<file path="config.mk">
export PLATFORM = sky130hd
export DESIGN_NAME = servo_mode_and_torque_limit_select
export DESIGN_NICKNAME = d
export VERILOG_FILES = /design/src/rtl/mode_pkg.sv /design/src/rtl/servo_mode_and_torque_limit_select.sv /design/src/rtl/input_sync.sv /design/src/rtl/torque_clamp.sv
export SDC_FILE = /design/constraint.sdc
export NUM_CORES = 1
export LEC_CHECK = 0
export BUFFER_PORTS_ARGS = -buffer_cell sky130_fd_sc_hd__buf_2
export CAP_MARGIN = 10
export CORE_MARGIN = 1
export CORE_UTILIZATION = 30
export CTS_BUF_LIST = sky130_fd_sc_hd__clkbuf_8
export CTS_CLUSTER_DIAMETER = 50
export CTS_CLUSTER_SIZE = 12
export DETAILED_ROUTE_END_ITERATION = 16
export PLACE_DENSITY = 0.53
export SYNTH_ARGS = -nofsm -noshare
export SYNTH_HDL_FRONTEND = slang
export SYNTH_SLANG_ARGS = --single-unit
</file>
<file path="constraint.sdc">
create_clock -name clk_in -period 21.7 [get_ports clk_in]
set_input_delay 4.34 -clock clk_in [delete_from_list [all_inputs] [get_ports clk_in]]
set_output_delay 4.34 -clock clk_in [all_outputs]
set_load 0.01 [all_outputs]
</file>
<file path="src/rtl/mode_pkg.sv">
// constants, types and register map of the mode and torque limit selector
// assumes one 125 MHz clock, host inputs brought onto that clock by input_sync
// Function
// - Codes 4 to b name a mode pair, changed only by restart.
// - Codes 4 to 6 with all selects off run speed, position or torque.
// - Codes 4 to 6 otherwise run a preset, reverse while switched.
// - A preset select change is seen within two milliseconds.
// - Preset speed to pulse position first stops over jog time.
// - Codes 7 to 9 pick speed, torque or speed on, else the other.
// - Code a adds the zero clamp to analog speed while switched.
// - Code b blocks reference pulses in position while switched.
// - The applied torque limit never exceeds the motor maximum.
// - Internal limits are per direction, 400 wide, default 300.
// - The forward input picks forward external, else internal.
// - The reverse input picks reverse external, else internal.
// - External limits span 0 to 400, default 100, and act at once.
// - Outside contact operation the monitor shows commanded position.
// - During contact operation the monitor shows the contact target.
package mode_pkg;

    localparam int CLK_MHZ         = 125;
    localparam int CLK_PERIOD_NS   = 8;

    localparam int ADDR_W = 8;
    localparam int DATA_W = 32;
    localparam int TQ_W   = 9;
    localparam int SPD_W  = 16;
    localparam int POS_W  = 32;
    localparam int CODE_W = 4;
    localparam int NUM_PRESETS = 7;

    // register byte offsets
    localparam logic [ADDR_W-1:0] OFF_COMBO     = 8'h00;
    localparam logic [ADDR_W-1:0] OFF_JOG_DECEL = 8'h04;
    localparam logic [ADDR_W-1:0] OFF_FWD_INT   = 8'h08;
    localparam logic [ADDR_W-1:0] OFF_REV_INT   = 8'h0c;
    localparam logic [ADDR_W-1:0] OFF_FWD_EXT   = 8'h10;
    localparam logic [ADDR_W-1:0] OFF_REV_EXT   = 8'h14;
    localparam logic [ADDR_W-1:0] OFF_MAX_TQ    = 8'h18;
    localparam logic [ADDR_W-1:0] OFF_STATUS    = 8'h1c;
    localparam logic [ADDR_W-1:0] OFF_TARGET    = 8'h20;
    localparam logic [ADDR_W-1:0] OFF_PRESET    = 8'h40;
    localparam logic [ADDR_W-1:0] PRESET_STRIDE = 8'h04;

    // status word fields
    localparam int STAT_SEL_LSB   = 0;
    localparam int STAT_DECEL_BIT = 9;
    localparam int STAT_ERR_BIT   = 10;
    localparam int STAT_CODE_LSB  = 12;

    // values after reset
    localparam logic [TQ_W-1:0]   FWD_INT_RST   = 9'h12c;
    localparam logic [TQ_W-1:0]   REV_INT_RST   = 9'h12c;
    localparam logic [TQ_W-1:0]   FWD_EXT_RST   = 9'h064;
    localparam logic [TQ_W-1:0]   REV_EXT_RST   = 9'h064;
    localparam logic [TQ_W-1:0]   MAX_TQ_RST    = 9'h190;
    localparam logic [SPD_W-1:0]  JOG_DECEL_RST = 16'h0064;
    localparam logic [SPD_W-1:0]  PRESET_RST    = 16'h0000;
    localparam logic [CODE_W-1:0] CODE_RST      = 4'h0;

    // combination codes
    localparam logic [CODE_W-1:0] CODE_PSPD_ASPD = 4'h4;
    localparam logic [CODE_W-1:0] CODE_PSPD_POS  = 4'h5;
    localparam logic [CODE_W-1:0] CODE_PSPD_TRQ  = 4'h6;
    localparam logic [CODE_W-1:0] CODE_POS_ASPD  = 4'h7;
    localparam logic [CODE_W-1:0] CODE_POS_TRQ   = 4'h8;
    localparam logic [CODE_W-1:0] CODE_TRQ_ASPD  = 4'h9;
    localparam logic [CODE_W-1:0] CODE_ASPD_ZCL  = 4'ha;
    localparam logic [CODE_W-1:0] CODE_POS_INH   = 4'hb;

    // preset filter and 1 ms tick
    localparam int PRESET_FILTER_US     = 1000;
    localparam int PRESET_FILTER_CYCLES = PRESET_FILTER_US * CLK_MHZ;
    localparam int MS_US                = 1000;
    localparam int MS_CYCLES            = MS_US * CLK_MHZ;

    typedef enum logic [2:0] {
        MODE_NONE,
        MODE_SPEED,
        MODE_POSITION,
        MODE_TORQUE,
        MODE_PRESET
    } ctrl_mode_t;

    typedef enum logic {
        ST_RUN,
        ST_DECEL
    } decel_state_t;

    typedef struct packed {
        ctrl_mode_t mode;
        logic       zero_clamp;
        logic       pulse_inhibit;
        logic       reverse;
        logic [2:0] preset;
    } mode_sel_t;

    typedef struct packed {
        logic [ADDR_W-1:0] addr;
        logic [DATA_W-1:0] wdata;
        logic              wr;
        logic              rd;
    } reg_req_t;

    // raw host levels, active low on the pins
    typedef struct packed {
        logic mode_switch;
        logic preset_select_a;
        logic reverse_ext_limit;
        logic forward_ext_limit;
    } host_inputs_t;

endpackage

</file>
<file path="src/rtl/servo_mode_and_torque_limit_select.sv">
// control mode, preset speed and torque limit selection of one axis
// assumes host strobes on clk_in, combo strap valid at reset
`timescale 1ns/100ps
module servo_mode_and_torque_limit_select #(
    parameter int PRESET_FILTER = mode_pkg::PRESET_FILTER_CYCLES,
    parameter int MS_TICK       = mode_pkg::MS_CYCLES
) (
    // clock and reset
    input  wire logic                        clk_in,
    input  wire logic                        rst_in,
    // register port
    input  wire mode_pkg::reg_req_t          reg_req_in,
    output logic      [mode_pkg::DATA_W-1:0] rd_data_out,
    // configuration strap and host pins
    input  wire logic [mode_pkg::CODE_W-1:0] control_combo_code_in,
    input  wire mode_pkg::host_inputs_t      host_n_in,
    // position sources
    input  wire logic                        contact_positioning_in,
    input  wire logic [mode_pkg::POS_W-1:0]  commanded_pos_in,
    input  wire logic [mode_pkg::POS_W-1:0]  contact_target_in,
    // mode results
    output mode_pkg::mode_sel_t              mode_sel_out,
    output logic      [mode_pkg::SPD_W-1:0]  preset_speed_out,
    output logic                             decel_active_out,
    output logic                             combo_error_out,
    // torque limits
    output logic      [mode_pkg::TQ_W-1:0]   fwd_torque_limit_out,
    output logic      [mode_pkg::TQ_W-1:0]   rev_torque_limit_out,
    // monitor
    output logic      [mode_pkg::POS_W-1:0]  target_position_monitor_out
);
    import mode_pkg::*;

    localparam int FCNT_W = $clog2(PRESET_FILTER + 1);
    localparam int TICK_W = $clog2(MS_TICK + 1);

    // synchronised inputs
    logic [3:0]   sync_bits;
    host_inputs_t host_s;

    input_sync #(
        .W(4)
    ) u_sync (
        .clk_in  (clk_in),
        .rst_in  (rst_in),
        .raw_n_in(host_n_in),
        .sync_out(sync_bits)
    );

    assign host_s = host_inputs_t'(sync_bits);

    // combination code, caught once after reset release
    logic              started_q;
    logic [CODE_W-1:0] code_q;
    wire               code_legal;

    always_ff @(posedge clk_in or posedge rst_in) begin
        if (rst_in) begin
            started_q <= 1'b0;
            code_q    <= CODE_RST;
        end else if (!started_q) begin
            started_q <= 1'b1;
            code_q    <= control_combo_code_in;
        end
    end

    assign code_legal = started_q &&
                        (code_q >= CODE_PSPD_ASPD) &&
                        (code_q <= CODE_POS_INH);

    // preset select filter: the inputs must differ from the held level for a full window
    wire  [1:0]        sel_raw;
    logic [1:0]        sel_q;
    logic [FCNT_W-1:0] fcnt_q;
    wire               sel_same;
    wire               fcnt_done;

    assign sel_raw   = {host_s.preset_select_a, host_s.reverse_ext_limit};
    assign sel_same  = (sel_raw == sel_q);
    assign fcnt_done = (fcnt_q == FCNT_W'(PRESET_FILTER - 1));

    always_ff @(posedge clk_in or posedge rst_in) begin
        if (rst_in) begin
            sel_q  <= 2'h0;
            fcnt_q <= '0;
        end else if (sel_same) begin
            fcnt_q <= '0;
        end else if (fcnt_done) begin
            sel_q  <= sel_raw;
            fcnt_q <= '0;
        end else begin
            fcnt_q <= fcnt_q + FCNT_W'(1);
        end
    end

    // mode decode
    function automatic mode_sel_t decode(
        input logic [CODE_W-1:0] code,
        input logic              legal,
        input logic              msw,
        input logic [1:0]        sel
    );
        mode_sel_t m;
        logic      preset_on;
        m         = '0;
        m.mode    = MODE_NONE;
        preset_on = msw || (sel != 2'h0);
        if (legal) begin
            unique case (code)
                CODE_PSPD_ASPD,
                CODE_PSPD_POS,
                CODE_PSPD_TRQ: begin
                    if (preset_on) begin
                        m.mode    = MODE_PRESET;
                        m.reverse = msw;
                        m.preset  = {msw, sel};
                    end else if (code == CODE_PSPD_ASPD) begin
                        m.mode = MODE_SPEED;
                    end else if (code == CODE_PSPD_POS) begin
                        m.mode = MODE_POSITION;
                    end else begin
                        m.mode = MODE_TORQUE;
                    end
                end
                CODE_POS_ASPD: begin
                    m.mode = msw ? MODE_SPEED : MODE_POSITION;
                end
                CODE_POS_TRQ: begin
                    m.mode = msw ? MODE_TORQUE : MODE_POSITION;
                end
                CODE_TRQ_ASPD: begin
                    m.mode = msw ? MODE_SPEED : MODE_TORQUE;
                end
                CODE_ASPD_ZCL: begin
                    m.mode       = MODE_SPEED;
                    m.zero_clamp = msw;
                end
                CODE_POS_INH: begin
                    m.mode          = MODE_POSITION;
                    m.pulse_inhibit = msw;
                end
                default: begin
                    m.mode = MODE_NONE;
                end
            endcase
        end
        return m;
    endfunction

    mode_sel_t want;
    assign want = decode(code_q, code_legal, host_s.mode_switch, sel_q);

    // deceleration hold between preset speed and pulse position
    decel_state_t      state_q;
    decel_state_t      state_d;
    mode_sel_t         applied_q;
    mode_sel_t         applied_d;
    logic [TICK_W-1:0] tick_q;
    logic [SPD_W-1:0]  ms_q;
    logic [SPD_W-1:0]  jog_decel_q;
    wire               enter_decel;
    wire               decel_done;
    wire               leave_decel;
    wire               tick_wrap;

    assign enter_decel = (state_q == ST_RUN) &&
                         (applied_q.mode == MODE_PRESET) &&
                         (want.mode == MODE_POSITION);
    assign decel_done  = (ms_q >= jog_decel_q);
    assign leave_decel = (state_q == ST_DECEL) &&
                         ((want.mode != MODE_POSITION) || decel_done);
    assign tick_wrap   = (tick_q == TICK_W'(MS_TICK - 1));

    assign state_d = (state_q == ST_RUN) ?
                     (enter_decel ? ST_DECEL : ST_RUN) :
                     (leave_decel ? ST_RUN : ST_DECEL);
    // position control is held off until the stop time has run out
    assign applied_d = ((state_d == ST_RUN) || leave_decel) ?
                       want : applied_q;

    always_ff @(posedge clk_in or posedge rst_in) begin
        if (rst_in) begin
            state_q   <= ST_RUN;
            applied_q <= '0;
        end else begin
            state_q   <= state_d;
            applied_q <= applied_d;
        end
    end

    always_ff @(posedge clk_in or posedge rst_in) begin
        if (rst_in) begin
            tick_q <= '0;
            ms_q   <= '0;
        end else if (state_q != ST_DECEL) begin
            tick_q <= '0;
            ms_q   <= '0;
        end else if (tick_wrap) begin
            tick_q <= '0;
            ms_q   <= ms_q + SPD_W'(1);
        end else begin
            tick_q <= tick_q + TICK_W'(1);
        end
    end

    // register port decode
    wire [ADDR_W-1:0] addr;
    wire [ADDR_W-1:0] preset_ofs;
    wire              wr;
    wire              rd;
    wire              preset_range;
    wire [2:0]        preset_rd_idx;

    assign addr          = reg_req_in.addr;
    assign wr            = reg_req_in.wr;
    assign rd            = reg_req_in.rd;
    assign preset_ofs    = addr - OFF_PRESET;
    assign preset_range  = (addr >= OFF_PRESET) && (addr[1:0] == 2'h0) &&
                           (preset_ofs < ADDR_W'(4 * NUM_PRESETS));
    assign preset_rd_idx = preset_ofs[4:2];

    wire wr_jog = wr && (addr == OFF_JOG_DECEL);
    wire wr_fwi = wr && (addr == OFF_FWD_INT);
    wire wr_rvi = wr && (addr == OFF_REV_INT);
    wire wr_fwe = wr && (addr == OFF_FWD_EXT);
    wire wr_rve = wr && (addr == OFF_REV_EXT);
    wire wr_max = wr && (addr == OFF_MAX_TQ);

    logic [TQ_W-1:0] fwd_int_q;
    logic [TQ_W-1:0] rev_int_q;
    logic [TQ_W-1:0] fwd_ext_q;
    logic [TQ_W-1:0] rev_ext_q;
    logic [TQ_W-1:0] max_tq_q;
    logic [SPD_W-1:0] preset_q [NUM_PRESETS];

    always_ff @(posedge clk_in or posedge rst_in) begin
        if (rst_in) begin
            jog_decel_q <= JOG_DECEL_RST;
            fwd_int_q   <= FWD_INT_RST;
            rev_int_q   <= REV_INT_RST;
            fwd_ext_q   <= FWD_EXT_RST;
            rev_ext_q   <= REV_EXT_RST;
            max_tq_q    <= MAX_TQ_RST;
        end else begin
            if (wr_jog) jog_decel_q <= reg_req_in.wdata[SPD_W-1:0];
            if (wr_fwi) fwd_int_q   <= reg_req_in.wdata[TQ_W-1:0];
            if (wr_rvi) rev_int_q   <= reg_req_in.wdata[TQ_W-1:0];
            if (wr_fwe) fwd_ext_q   <= reg_req_in.wdata[TQ_W-1:0];
            if (wr_rve) rev_ext_q   <= reg_req_in.wdata[TQ_W-1:0];
            if (wr_max) max_tq_q    <= reg_req_in.wdata[TQ_W-1:0];
        end
    end

    genvar p;
    generate
        for (p = 0; p < NUM_PRESETS; p++) begin : g_preset
            wire hit = wr && (addr == OFF_PRESET + ADDR_W'(4 * p));
            always_ff @(posedge clk_in or posedge rst_in) begin
                if (rst_in) begin
                    preset_q[p] <= PRESET_RST;
                end else if (hit) begin
                    preset_q[p] <= reg_req_in.wdata[SPD_W-1:0];
                end
            end
        end
    endgenerate

    // result flops; speed target is zero while stopping
    wire [2:0]       spd_idx;
    wire [SPD_W-1:0] spd_d;
    wire [POS_W-1:0] target_d;

    assign spd_idx  = applied_d.preset - 3'h1;
    assign spd_d    = (applied_d.mode == MODE_PRESET &&
                       state_d == ST_RUN) ? preset_q[spd_idx] : '0;
    assign target_d = contact_positioning_in ?
                      contact_target_in : commanded_pos_in;

    always_ff @(posedge clk_in or posedge rst_in) begin
        if (rst_in) begin
            mode_sel_out                <= '0;
            preset_speed_out            <= '0;
            decel_active_out            <= 1'b0;
            combo_error_out             <= 1'b0;
            target_position_monitor_out <= '0;
        end else begin
            mode_sel_out                <= applied_d;
            preset_speed_out            <= spd_d;
            decel_active_out            <= (state_d == ST_DECEL);
            combo_error_out             <= started_q && !code_legal;
            target_position_monitor_out <= target_d;
        end
    end

    torque_clamp u_fwd (
        .clk_in    (clk_in),
        .rst_in    (rst_in),
        .ext_en_in (host_s.forward_ext_limit),
        .int_lim_in(fwd_int_q),
        .ext_lim_in(fwd_ext_q),
        .max_lim_in(max_tq_q),
        .lim_out   (fwd_torque_limit_out)
    );

    torque_clamp u_rev (
        .clk_in    (clk_in),
        .rst_in    (rst_in),
        .ext_en_in (host_s.reverse_ext_limit),
        .int_lim_in(rev_int_q),
        .ext_lim_in(rev_ext_q),
        .max_lim_in(max_tq_q),
        .lim_out   (rev_torque_limit_out)
    );

    // read path
    wire [DATA_W-1:0] status_w;
    wire [DATA_W-1:0] rd_mux;

    assign status_w = (DATA_W'(code_q) << STAT_CODE_LSB) |
                      (DATA_W'(combo_error_out) << STAT_ERR_BIT) |
                      (DATA_W'(decel_active_out) << STAT_DECEL_BIT) |
                      (DATA_W'(mode_sel_out) << STAT_SEL_LSB);

    assign rd_mux =
        (addr == OFF_COMBO)     ? DATA_W'(code_q) :
        (addr == OFF_JOG_DECEL) ? DATA_W'(jog_decel_q) :
        (addr == OFF_FWD_INT)   ? DATA_W'(fwd_int_q) :
        (addr == OFF_REV_INT)   ? DATA_W'(rev_int_q) :
        (addr == OFF_FWD_EXT)   ? DATA_W'(fwd_ext_q) :
        (addr == OFF_REV_EXT)   ? DATA_W'(rev_ext_q) :
        (addr == OFF_MAX_TQ)    ? DATA_W'(max_tq_q) :
        (addr == OFF_STATUS)    ? status_w :
        (addr == OFF_TARGET)    ? DATA_W'(target_position_monitor_out) :
        preset_range            ? DATA_W'(preset_q[preset_rd_idx]) :
        '0;

    // data only in the cycle after the strobe, zero otherwise
    always_ff @(posedge clk_in or posedge rst_in) begin
        if (rst_in) begin
            rd_data_out <= '0;
        end else begin
            rd_data_out <= rd ? rd_mux : '0;
        end
    end

endmodule

</file>
<file path="src/rtl/input_sync.sv">
// two-stage synchroniser for active-low host inputs, active-high out
// assumes inputs idle high while the host is not driving them
`timescale 1ns/100ps
module input_sync #(
    parameter int W = 4
) (
    // clock and reset
    input  wire logic         clk_in,
    input  wire logic         rst_in,
    // pins and result
    input  wire logic [W-1:0] raw_n_in,
    output logic      [W-1:0] sync_out
);
    import mode_pkg::*;

    genvar g;
    generate
        for (g = 0; g < W; g++) begin : g_bit
            logic meta_q;
            logic stage_q;
            always_ff @(posedge clk_in or posedge rst_in) begin
                if (rst_in) begin
                    meta_q  <= 1'b1;
                    stage_q <= 1'b1;
                end else begin
                    meta_q  <= raw_n_in[g];
                    stage_q <= meta_q;
                end
            end
            // only the second stage is looked at
            assign sync_out[g] = ~stage_q;
        end
    endgenerate

endmodule

</file>
<file path="src/rtl/torque_clamp.sv">
// one direction of torque limit: internal/external pick, then clamp
// assumes limit values may change on any clock
`timescale 1ns/100ps
module torque_clamp (
    // clock and reset
    input  wire logic                      clk_in,
    input  wire logic                      rst_in,
    // selection
    input  wire logic                      ext_en_in,
    input  wire logic [mode_pkg::TQ_W-1:0] int_lim_in,
    input  wire logic [mode_pkg::TQ_W-1:0] ext_lim_in,
    input  wire logic [mode_pkg::TQ_W-1:0] max_lim_in,
    // applied limit
    output logic      [mode_pkg::TQ_W-1:0] lim_out
);
    import mode_pkg::*;

    wire [TQ_W-1:0] picked;
    wire [TQ_W-1:0] clamped;

    assign picked  = ext_en_in ? ext_lim_in : int_lim_in;
    assign clamped = (picked > max_lim_in) ? max_lim_in : picked;

    // no restart needed: new values reach the output next edge
    always_ff @(posedge clk_in or posedge rst_in) begin
        if (rst_in) begin
            lim_out <= '0;
        end else begin
            lim_out <= clamped;
        end
    end

endmodule

</file>
==> flow_summary.json, run 1 <==
{
  "drv_slew": 0,
  "final_area_mm2": 0.0199,
  "num_io_pins": 226,
  "worst_pin_slew_ns": 1.13,
  "cp-start-kind": "input pin",
  "die_h_um": 240,
  "drc": 0,
  "ant_nets": 0,
  "yosys_warnings": 0,
  "cts_buffers": 47,
  "crit_family": "simple AND/OR/NAND/NOR gates",
  "regArea_mm2": 0.00872,
  "htreeDepth": 2,
  "clock-skew-final_ns": 0.0367,
  "wl_um": 47700,
  "grt_max_degree": 127,
  "slew_headroom_pct": 24.5,
  "path_buf_inv": 2,
  "finalCriticalPeriod_ns": 7.03,
  "clk_pin_slew_ns": 0.08,
  "detailed_place_hpwl_um": 32500,
  "grt_pass1_wl_um": 72800,
  "hp-class": "register to register",
  "ys.flop_type": "dfrtp_1",
  "drtIter0Drc": 773,
  "path_class": "input pin to register",
  "core_region_area_mm2": 0.0555,
  "grt_overflow": 0,
  "synth_largest_area_cell": "dfrtp_1",
  "viasPerCell": 4.98,
  "p_total_w": 0.00141,
  "gp_congestion": 0.858,
  "cpPeakStageDelay_ns": 0.90,
  "cts_root_buffer": "clkbuf_8",
  "antenna_found_initial": 11,
  "status": "finished, final reports clean",
  "synth_common_cells": "319 x dfrtp_1, 277 x mux2_2, 174 x nand2_1",
  "fin_cells": 2425,
  "postCtsHoldBufs": 0,
  "multi_input_area_mm2": 0.00785,
  "drive_gt1_share_pct": 38.1,
  "slowest_stage": "and4b_1",
  "async_flop_share_pct": 100,
  "yosys_register_bits": 347,
  "syn_avg_cell_area_um2": 11.8,
  "holdWs_ns": 0.357,
  "tns_ns": 0,
  "fin_nets": 1793,
  "finalSetupViolCount": 0,
  "dieArea_mm2": 0.0576,
  "critical_path_required_ns": 22.23,
  "vdd_drop_max_mv": 0.0375,
  "area_growth_pct": 17.0,
  "synth.distinct_cells": 64,
  "clockBufferDepth": 3,
  "p_per_area_mw_per_mm2": 70.8,
  "p_leak_nw": 9.15,
  "placed_cells_incl_taps": 2337,
  "grt_use_total_pct": 16.8,
  "vias": 12078,
  "cap_violations": 0,
  "fill_cells": 5616,
  "yosysMostFrequentCell": "dfrtp_1",
  "crit_arrival_ns": 7.56,
  "crit_chain": "buf_2 -> buf_4 -> nor4_1 -> and4b_1 -> a222oi_1 -> o211ai_1 -> o21ai_0 -> a21o_1 -> a31oi_1",
  "cts_tree": "built",
  "post_cts_buffers": 0,
  "clock_sinks": 347,
  "end_kind": "register",
  "netlist_area_mm2": 0.0170,
  "clkLatencyLatePin_ns": 0.65,
  "crit_path_max_fanout": 41,
  "rsz0062_at_grt": "no",
  "synth_top_area_share_pct": 46.9,
  "synth_edf_count": 0,
  "ys_seq_area_share_pct": 51.3,
  "wl_per_cell_um": 19.7,
  "initial_utilization_pct": 30.6,
  "syn_nets": 1590,
  "fin_crit_sh_pct": 32.4,
  "ys_top_cells_by_area": "dfrtp_1 47%, mux2_2 18%, dfstp_2 4.3%",
  "dr.pass1.iters": 5,
  "die_w_um": 240,
  "rows": 86,
  "grt_pass1_vias": 12134,
  "clock.fmax_mhz": 142,
  "finalHoldViolations": 0,
  "post_dp_cell_area_mm2": 0.0188,
  "synthCells": 1435,
  "portBuffers": 209,
  "cts_resized": 0
}
[worst paths after layout]
check	from	to	slack, ns	depth (start not counted)
max	reg_req_in[36]	rd_data_out[2]	14.67	9
min	u_sync.g_bit[0].meta_q	u_sync.g_bit[0].stage_q	0.36	0
max reg2reg	code_q[0]	preset_speed_out[10]	16.69	15
min reg2reg	u_sync.g_bit[0].meta_q	u_sync.g_bit[0].stage_q	0.36	0
max in group asynchronous	rst_in	preset_q[110]	16.18	3
min in group asynchronous	rst_in	fwd_ext_q[8]	3.83	2
[area by class of cell]
type	instances	share of cell area (%)
clock buffers	51	3.53
multi-input cells	978	39.5
diodes	2	0.0251
clock inverters	35	1.82
well taps	748	4.70
repair buffers	226	5.90
flip-flops and latches	347	43.8
inverters	38	0.754
[stage by stage]
stage	setup slack [ns]	util, %
2_1_floorplan	7.78	-
3_3_place_gp	13.99	33.9
3_5_place_dp	14.01	33.9
4_1_cts	14.70	35.8
5_1_grt	14.43	35.8
6_report	14.67	35.8
[cells by family after synthesis]
group,count (synthesis),synth area share [%]
other,1,0.0221
buffers and inverters,110,2.72
multiplexers,343,23.4
XOR/XNOR,42,2.16
AND/OR/NAND/NOR,396,11.2
flip-flops,347,51.3
AO/OA/AOI/OAI,158,6.42
adder cells (fa/ha/maj),38,2.80
[power by group]
part           leakage (nW)  switching, W  internal, W
Sequential             4.62     0.0000253     0.000677
Clock                 0.575      0.000286     0.000290
Combinational          3.95     0.0000725    0.0000593
[metal layers]
layer | wire length (um) | up-vias | track usage (%)
met1 | 22000 | 6090 | 23.0
met5 | 82 | - | 0
li1 | - | 5540 | -
met3 | 3440 | 96 | 4.73
met4 | 1350 | 12 | 5.71
met2 | 20900 | 340 | 25.2
[cell usage in the layout, fill, tap and decap left out, types with 17 or more instances in the layout]
cell type / count
a21oi_1: 18
and2_1: 36
buf_2: 209
buf_4: 17
clkbuf_8: 51
dfrtp_1: 319
dfstp_2: 28
ha_1: 38
inv_1: 45
mux2_2: 277
mux2i_1: 48
nand2_1: 174
nand3_1: 26
nand4_1: 17
nor2_1: 65
o21ai_0: 50
xnor2_1: 23
xor2_1: 19
[state kept, by name, indices dropped and copies added (netlist names), 9 cells and up]
name,count
fcnt_q,17
fwd_ext_q,9
fwd_int_q,9
jog_decel_q,16
max_tq_q,9
mode_sel_out,9
ms_q,16
preset_q,112
preset_speed_out,16
rd_data_out,32
rev_ext_q,9
rev_int_q,9
target_position_monitor_out,32
tick_q,17
u_fwd.lim_out,9
u_rev.lim_out,9
Power figures use the tool's default switching activity.
==> inputs of run 2 (changes only) <==
--- a/config.mk
+++ b/config.mk
@@ -5,6 +5,7 @@
 export SDC_FILE = /design/constraint.sdc
 export NUM_CORES = 1
 export LEC_CHECK = 0
+export ABC_AREA = 1
 export BUFFER_PORTS_ARGS = -buffer_cell sky130_fd_sc_hd__buf_2
 export CAP_MARGIN = 10
 export CORE_MARGIN = 1
@@ -13,7 +14,7 @@
 export CTS_CLUSTER_DIAMETER = 50
 export CTS_CLUSTER_SIZE = 12
 export DETAILED_ROUTE_END_ITERATION = 16
-export PLACE_DENSITY = 0.53
+export PLACE_DENSITY = 0.55
 export SYNTH_ARGS = -nofsm -noshare
 export SYNTH_HDL_FRONTEND = slang
 export SYNTH_SLANG_ARGS = --single-unit
==> constraint.sdc (replaced) <==
create_clock -name clk_in -period 6.2 [get_ports clk_in]
set_input_delay 1.24 -clock clk_in [delete_from_list [all_inputs] [get_ports clk_in]]
set_output_delay 1.24 -clock clk_in [all_outputs]
set_load 0.01 [all_outputs]
==> run 2 against run 1 <==
Sequential cell count did not move. Clock power rose to 3.5 times the previous value. First-iteration DRC count rose by 86%. Area after synthesis fell by 0.86%. Cell area fell by 1.5%. Hold slack got worse by 0.00055 ns. Cell count rose by 21%. Sequential power rose to 3.5 times the previous value. Critical endpoint is now preset_speed_out[6]. Utilization fell by 0.40 points. Sequential share of layout area rose by 0.67 points. Synthesized cell count rose by 37%.
==> flow_summary.json, run 2 <==
{
  "status": "finished, final reports clean",
  "antenna_found_initial": 0,
  "dieArea_mm2": 0.0571,
  "netlist_area_mm2": 0.0169,
  "gp_congestion": 0.846,
  "rsz0062_at_grt": "no",
  "finalSetupViolCount": 0,
  "ys_seq_area_share_pct": 51.7,
  "drive_gt1_share_pct": 18.6,
  "cp-start-kind": "register",
  "fill_cells": 5776,
  "die_h_um": 239,
  "final_cell_mix": "400 x nand2_1, 319 x dfrtp_1, 261 x o21ai_0",
  "hp-start": "u_sync.g_bit[3].meta_q",
  "slew_headroom_pct": 26.0,
  "p_clk_share_pct": 40.6,
  "fin_nets": 2295,
  "yosys_warnings": 0,
  "synth_common_cells": "400 x nand2_1, 319 x dfrtp_1, 261 x o21ai_0",
  "post_cts_buffers": 0,
  "die_w_um": 239,
  "worst_pin_slew_ns": 1.11,
  "synthCells": 1972,
  "vdd_drop_max_mv": 0.137,
  "intPower_w": 0.00360,
  "synth.distinct_cells": 47,
  "largest_register_ffs": 112,
  "wl_per_cell_um": 18.9,
  "met3_usage_pct": 4.20,
  "syn_nets": 2127,
  "gr-max-usage-layer": "met2",
  "top_regs": "preset_q x112, rd_data_out x32, target_position_monitor_out x32",
  "drv_slew": 0,
  "grt_pass1_vias": 14120,
  "synth_top_area_share_pct": 47.4,
  "grt_overflow": 0,
  "largest-register": "preset_q",
  "path_class": "register to register",
  "vias": 14791,
  "end_kind": "register",
  "clock_sinks": 347,
  "postCtsHoldBufs": 0,
  "tns_ns": 0,
  "synth_largest_area_cell": "dfrtp_1",
  "yosysMostFrequentCell": "nand2_1",
  "cts_tree": "built",
  "core_region_area_mm2": 0.0553,
  "grtUsageMet1_pct": 26.0,
  "mostFrequentLayoutCell": "nand2_1",
  "portBuffers": 209,
  "startpoint": "jog_decel_q[5]",
  "combPwrFrac_pct": 10.1,
  "detailed_place_hpwl_um": 37200,
  "syn_avg_cell_area_um2": 8.55,
  "yosys_register_bits": 347,
  "area_growth_pct": 16.3,
  "clkLatencyLatePin_ns": 0.64,
  "drtIter0Drc": 1438,
  "viasPerCell": 5.06,
  "ys_top_cells_by_area": "dfrtp_1 47%, nand2_1 8.9%, o21ai_0 7.7%",
  "num_io_pins": 226,
  "drc": 0,
  "grt_pass1_wl_um": 83300,
  "p_per_area_mw_per_mm2": 253,
  "wl_um": 55300,
  "dr.pass1.iters": 6,
  "ys.flop_type": "dfrtp_1",
  "rows": 86,
  "grt_max_degree": 138,
  "seqPwrFrac_pct": 49.3,
  "grt_use_met2_pct": 30.0,
  "crit_path_max_fanout": 18,
  "grt_use_total_pct": 19.1,
  "cap_violations": 0,
  "worstReg2RegStart": "jog_decel_q[5]",
  "clock.fmax_mhz": 241,
  "fin_crit_sh_pct": 66.8,
  "fin_cells": 2924,
  "crit_arrival_ns": 4.69,
  "placed_cells_incl_taps": 2840,
  "htreeDepth": 2,
  "initial_utilization_pct": 30.5,
  "clk_pin_slew_ns": 0.08,
  "clockBufferDepth": 3,
  "finalCriticalPeriod_ns": 4.14,
  "async_flop_share_pct": 100,
  "clock-skew-final_ns": 0.0274,
  "cts_root_buffer": "clkbuf_8",
  "p_switching_w": 0.00136,
  "critical_path_required_ns": 6.75,
  "finalHoldViolations": 0,
  "p_sw_share_pct": 27.4,
  "hp-class": "register to register",
  "p_leak_nw": 9.15,
  "synth_edf_count": 0,
  "cts_resized": 0,
  "ant_nets": 0,
  "cts_buffers": 46
}
==> run 2: cell count changes after synthesis, sizes merged, moves of 20 or more <==
cell / delta
inv: +151
nand2: +236
mux2i: -46
o21ai: +212
xnor2: -23
nand3: +142
clkbuf: +32
nor2: +53
nor3: +20
and2: -36
mux2: -232
o22ai: +43
a21oi: +84
==> run 2: cells by family (layout without fill, tap and decap cells) <==
group / count (synthesis) / after routing / share of synthesized area (%)
AND/OR/NAND/NOR: 767 / 767 / 19.6
adder cells (fa/ha/maj): 38 / 38 / 2.82
flip-flops: 347 / 347 / 51.7
multiplexers: 49 / 49 / 3.26
XOR/XNOR: 5 / 5 / 0.260
other: 1 / 2 / 0.0222
buffers and inverters: 296 / 499 / 6.93
AO/OA/AOI/OAI: 469 / 469 / 15.4
==> run 2: power groups by stage <==
stage	Clock, W	Combinational [W]	Sequential, W
floorplan	0	0.000308	0.00248
global placement	0	0.000496	0.00249
detailed placement	0	0.000505	0.00249
CTS	0.00209	0.000507	0.00245
global route	0.00218	0.000565	0.00246
finish	0.00202	0.000502	0.00245
==> run 2: metal layers <==
metal / vias to the layer above / share of wire (%)
met2: 534 / 46
met4: 0 / 2.5
met1: 7185 / 44
met5: - / 0
li1: 6971 / -
met3: 101 / 7.6
==> run 2: final cells by class <==
class                           instances  area [um^2]  area share [%]
Tap cell                              748          936            4.77
Timing Repair Buffer                  227         1210            6.15
Antenna cell                            1         2.50          0.0128
Clock buffer                           50          688            3.51
Multi-Input combinational cell       1329         6970            35.6
Clock inverter                         33          368            1.88
Sequential cell                       347         8720            44.5
Inverter                              189          713            3.64
==> run 2: critical path, cell delays in order (launching register included) <==
cell	delay, ns
dfstp_2	0.54
inv_1	0.04
ha_1	0.28
nand2_1	0.07
a21oi_1	0.06
nor2_1	0.14
nand2_1	0.09
nand2_1	0.07
nand2_1	0.04
nor2_1	0.11
nand3_1	0.11
nand2_1	0.41
nand2_2	0.10
nand2_1	0.10
inv_1	0.05
ha_1	0.30
inv_1	0.64
buf_4	0.37
nand3_1	0.11
nand3_1	0.12
nand2_1	0.08
nor2_1	0.21
==> run 2: final timing paths <==
kind / to / slack [ns] / cells after the start
min reg2reg: u_sync.g_bit[3].stage_q / 0.36 / 0
min: u_sync.g_bit[3].stage_q / 0.36 / 0
max in group asynchronous: target_position_monitor_out[23] / 4.21 / 3
min in group asynchronous: sel_q[1] / 0.66 / 2
max reg2reg: preset_speed_out[6] / 2.06 / 21
max: preset_speed_out[6] / 2.06 / 21
==> run 2: stage by stage <==
stage,worst slack (ns),instance area [um^2],total power [W],hold slack (ns),utilization (%)
6_report,2.06,19600,0.00497,0.356,35.4
5_1_grt,1.70,19600,0.00521,0.362,35.4
4_1_cts,2.14,19600,0.00504,0.357,35.4
3_5_place_dp,2.10,18500,0.00299,0.348,33.5
3_3_place_gp,2.15,18500,0.00298,0.348,33.5
2_1_floorplan,0.338,16900,0.00279,0.345,-
==> inputs of run 3 (changes only) <==
--- a/config.mk
+++ b/config.mk
@@ -5,7 +5,7 @@
 export SDC_FILE = /design/constraint.sdc
 export NUM_CORES = 1
 export LEC_CHECK = 0
-export ABC_AREA = 1
+export ABC_AREA = 0
 export BUFFER_PORTS_ARGS = -buffer_cell sky130_fd_sc_hd__buf_2
 export CAP_MARGIN = 10
 export CORE_MARGIN = 1
@@ -14,7 +14,7 @@
 export CTS_CLUSTER_DIAMETER = 50
 export CTS_CLUSTER_SIZE = 12
 export DETAILED_ROUTE_END_ITERATION = 16
-export PLACE_DENSITY = 0.55
+export PLACE_DENSITY = 0.53
 export SYNTH_ARGS = -nofsm -noshare
 export SYNTH_HDL_FRONTEND = slang
 export SYNTH_SLANG_ARGS = --single-unit
==> constraint.sdc (replaced) <==
create_clock -name clk_in -period 4.1 [get_ports clk_in]
set_input_delay 0.82 -clock clk_in [delete_from_list [all_inputs] [get_ports clk_in]]
set_output_delay 0.82 -clock clk_in [all_outputs]
set_load 0.01 [all_outputs]
==> run 3 against run 2 <==
Via count shrank 18%. Register-to-register slack lost 1.8 ns. Combinational power grew 47%. Hold slack lost 0.066 ns. Cell area grew 3.0%. Fmax grew 6.5%. Non-clock buffer count grew 27. Utilization grew 0.91 points. Sequential cell count is the same. Critical path depth shrank 5. Critical path type unchanged. Critical endpoint is now preset_speed_out[10]. Largest cell class unchanged. Highest routed layer is now met5.
==> flow_summary.json, run 3 (same netlist as run 1, synthesis figures left out) <==
{
  "status": "finished, final reports clean",
  "top_regs": "preset_q x112, rd_data_out x32, target_position_monitor_out x32",
  "clkLatencyLatePin_ns": 0.64,
  "core_region_area_mm2": 0.0555,
  "combPwrFrac_pct": 9.9,
  "gp_congestion": 0.909,
  "path_class": "register to register",
  "htreeDepth": 2,
  "rrSetupSlack_ns": 0.21,
  "p_switching_w": 0.00198,
  "wl_met2_um": 22000,
  "p_leak_nw": 9.28,
  "finalSetupViolCount": 0,
  "crit_path_max_fanout": 32,
  "m1WireLength_um": 22300,
  "fin_util_pct": 36.4,
  "largest_register_ffs": 112,
  "drc": 0,
  "r2r-end": "preset_speed_out[10]",
  "wl_um": 48600,
  "initial_utilization_pct": 30.6,
  "tns_ns": 0,
  "finalHoldViolations": 0,
  "num_io_pins": 226,
  "grt_overflow": 0,
  "clock-skew-final_ns": 0.0353,
  "portBuffers": 209,
  "top_layer_used": "met5",
  "rows": 86,
  "antenna_found_initial": 10,
  "detailed_place_hpwl_um": 34000,
  "worstReg2RegStart": "ms_q[0]",
  "dieArea_mm2": 0.0576,
  "vdd_drop_max_mv": 0.247,
  "largest-register": "preset_q",
  "p_per_area_mw_per_mm2": 369,
  "end_kind": "register",
  "worst_pin_slew_ns": 1.09,
  "cap_violations": 0,
  "final_cell_mix": "319 x dfrtp_1, 277 x mux2_2, 209 x buf_2",
  "slew_headroom_pct": 27.4,
  "wl_met3_um": 2940,
  "cp-start-kind": "register",
  "grt_pass1_wl_um": 74800,
  "hold_end": "u_sync.g_bit[3].meta_q",
  "ant_nets": 0,
  "clock.fmax_mhz": 257,
  "startpoint": "ms_q[0]",
  "cts_tree": "built",
  "clk_pin_slew_ns": 0.08,
  "finalCriticalPeriod_ns": 3.89,
  "intPower_w": 0.00548,
  "critical_path_required_ns": 4.58,
  "grt_max_degree": 97,
  "p_total_w": 0.00746,
  "fin_crit_sh_pct": 94.9,
  "cts_buffers": 45,
  "vias": 12058,
  "drtIter0Drc": 776,
  "clock_sinks": 347,
  "fin_nets": 1819,
  "die_h_um": 240,
  "cts_root_buffer": "clkbuf_8",
  "dr.pass1.iters": 6,
  "rsz0062_at_grt": "no",
  "p_clk_share_pct": 40.4,
  "drv_slew": 0,
  "reg2reg_depth": 16,
  "grt_pass1_vias": 12466,
  "area_growth_pct": 18.7,
  "seqPwrFrac_pct": 49.8,
  "die_w_um": 240,
  "hp-class": "input pin to register",
  "clockBufferDepth": 3,
  "mostFrequentLayoutCell": "dfrtp_1",
  "viasPerCell": 4.92,
  "p_sw_share_pct": 26.5,
  "hold_depth": 1,
  "hp-start": "host_n_in[3]",
  "wl_per_cell_um": 19.8,
  "crit_arrival_ns": 4.37,
  "drive_gt1_share_pct": 39.2,
  "grt_use_total_pct": 17.2
}
[run 3: worst max-delay path by stage]
stage                           end  slack (ns)  depth (start not counted)
2_1_floorplan             code_q[0]       -1.34                          1
3_3_place_gp    preset_speed_out[2]        0.11                         16
3_5_place_dp    preset_speed_out[2]        0.11                         16
4_1_cts         preset_speed_out[2]        0.08                         16
5_1_grt        preset_speed_out[14]       0.008                         15
6_report       preset_speed_out[10]        0.21                         16
[run 3: power by group through the flow]
stage | clock network (W) | registers, W | logic (W)
finish | 0.00301 | 0.00371 | 0.000736
floorplan | 0 | 0.00375 | 0.000447
global placement | 0 | 0.00377 | 0.000733
global route | 0.00324 | 0.00373 | 0.000810
CTS | 0.00312 | 0.00371 | 0.000748
detailed placement | 0 | 0.00377 | 0.000744
[run 3: layer usage]
metal / GRT usage [%] / up-vias
met5: 0 / -
met4: 5.94 / 10
met3: 3.38 / 89
met2: 26.7 / 328
met1: 23.9 / 6060
li1: - / 5571
[run 3: cell type report]
type	count	area, um^2
Antenna cell	4	10.0
Clock buffer	51	702
Multi-Input combinational cell	978	7870
Inverter	38	146
Tap cell	748	936
Sequential cell	347	8720
Clock inverter	30	343
Timing Repair Buffer	254	1460
Fill cell	5587	35300
[run 3: timing repair]
action / 4_1_cts / 5_1_grt
setup buffers: 0 / 1
hold buffers: 0 / 0
resized for setup: 0 / 3
setup endpoints to repair: 0 / 16
[run 3: per-stage QoR]
stage | cell area, um^2 | std cells | worst slack, ns | hold WS [ns]
finish | 20200 | 2450 | 0.208 | 0.291
global route | 20200 | 2450 | 0.00800 | 0.237
CTS | 20200 | 2445 | 0.0799 | 0.225
detailed placement | 19100 | 2364 | 0.109 | 0.347
global placement | 19100 | 2364 | 0.111 | 0.348
floorplan | 17000 | 1435 | -1.34 | 0.345
[run 3: critical path: stages (launching register included)]
cell      delay (ns)
dfrtp_1         0.38
inv_1           0.09
ha_1            0.23
nand2b_1        0.14
a211oi_1        0.25
o21ai_0         0.15
a2111o_1        0.47
a211o_4         0.37
o21ai_4         0.07
inv_1           0.05
ha_1            0.24
xnor2_2         0.19
and3_1          0.24
buf_12          0.18
nand2_1         0.09
mux2_2          0.14
or4b_1          0.46
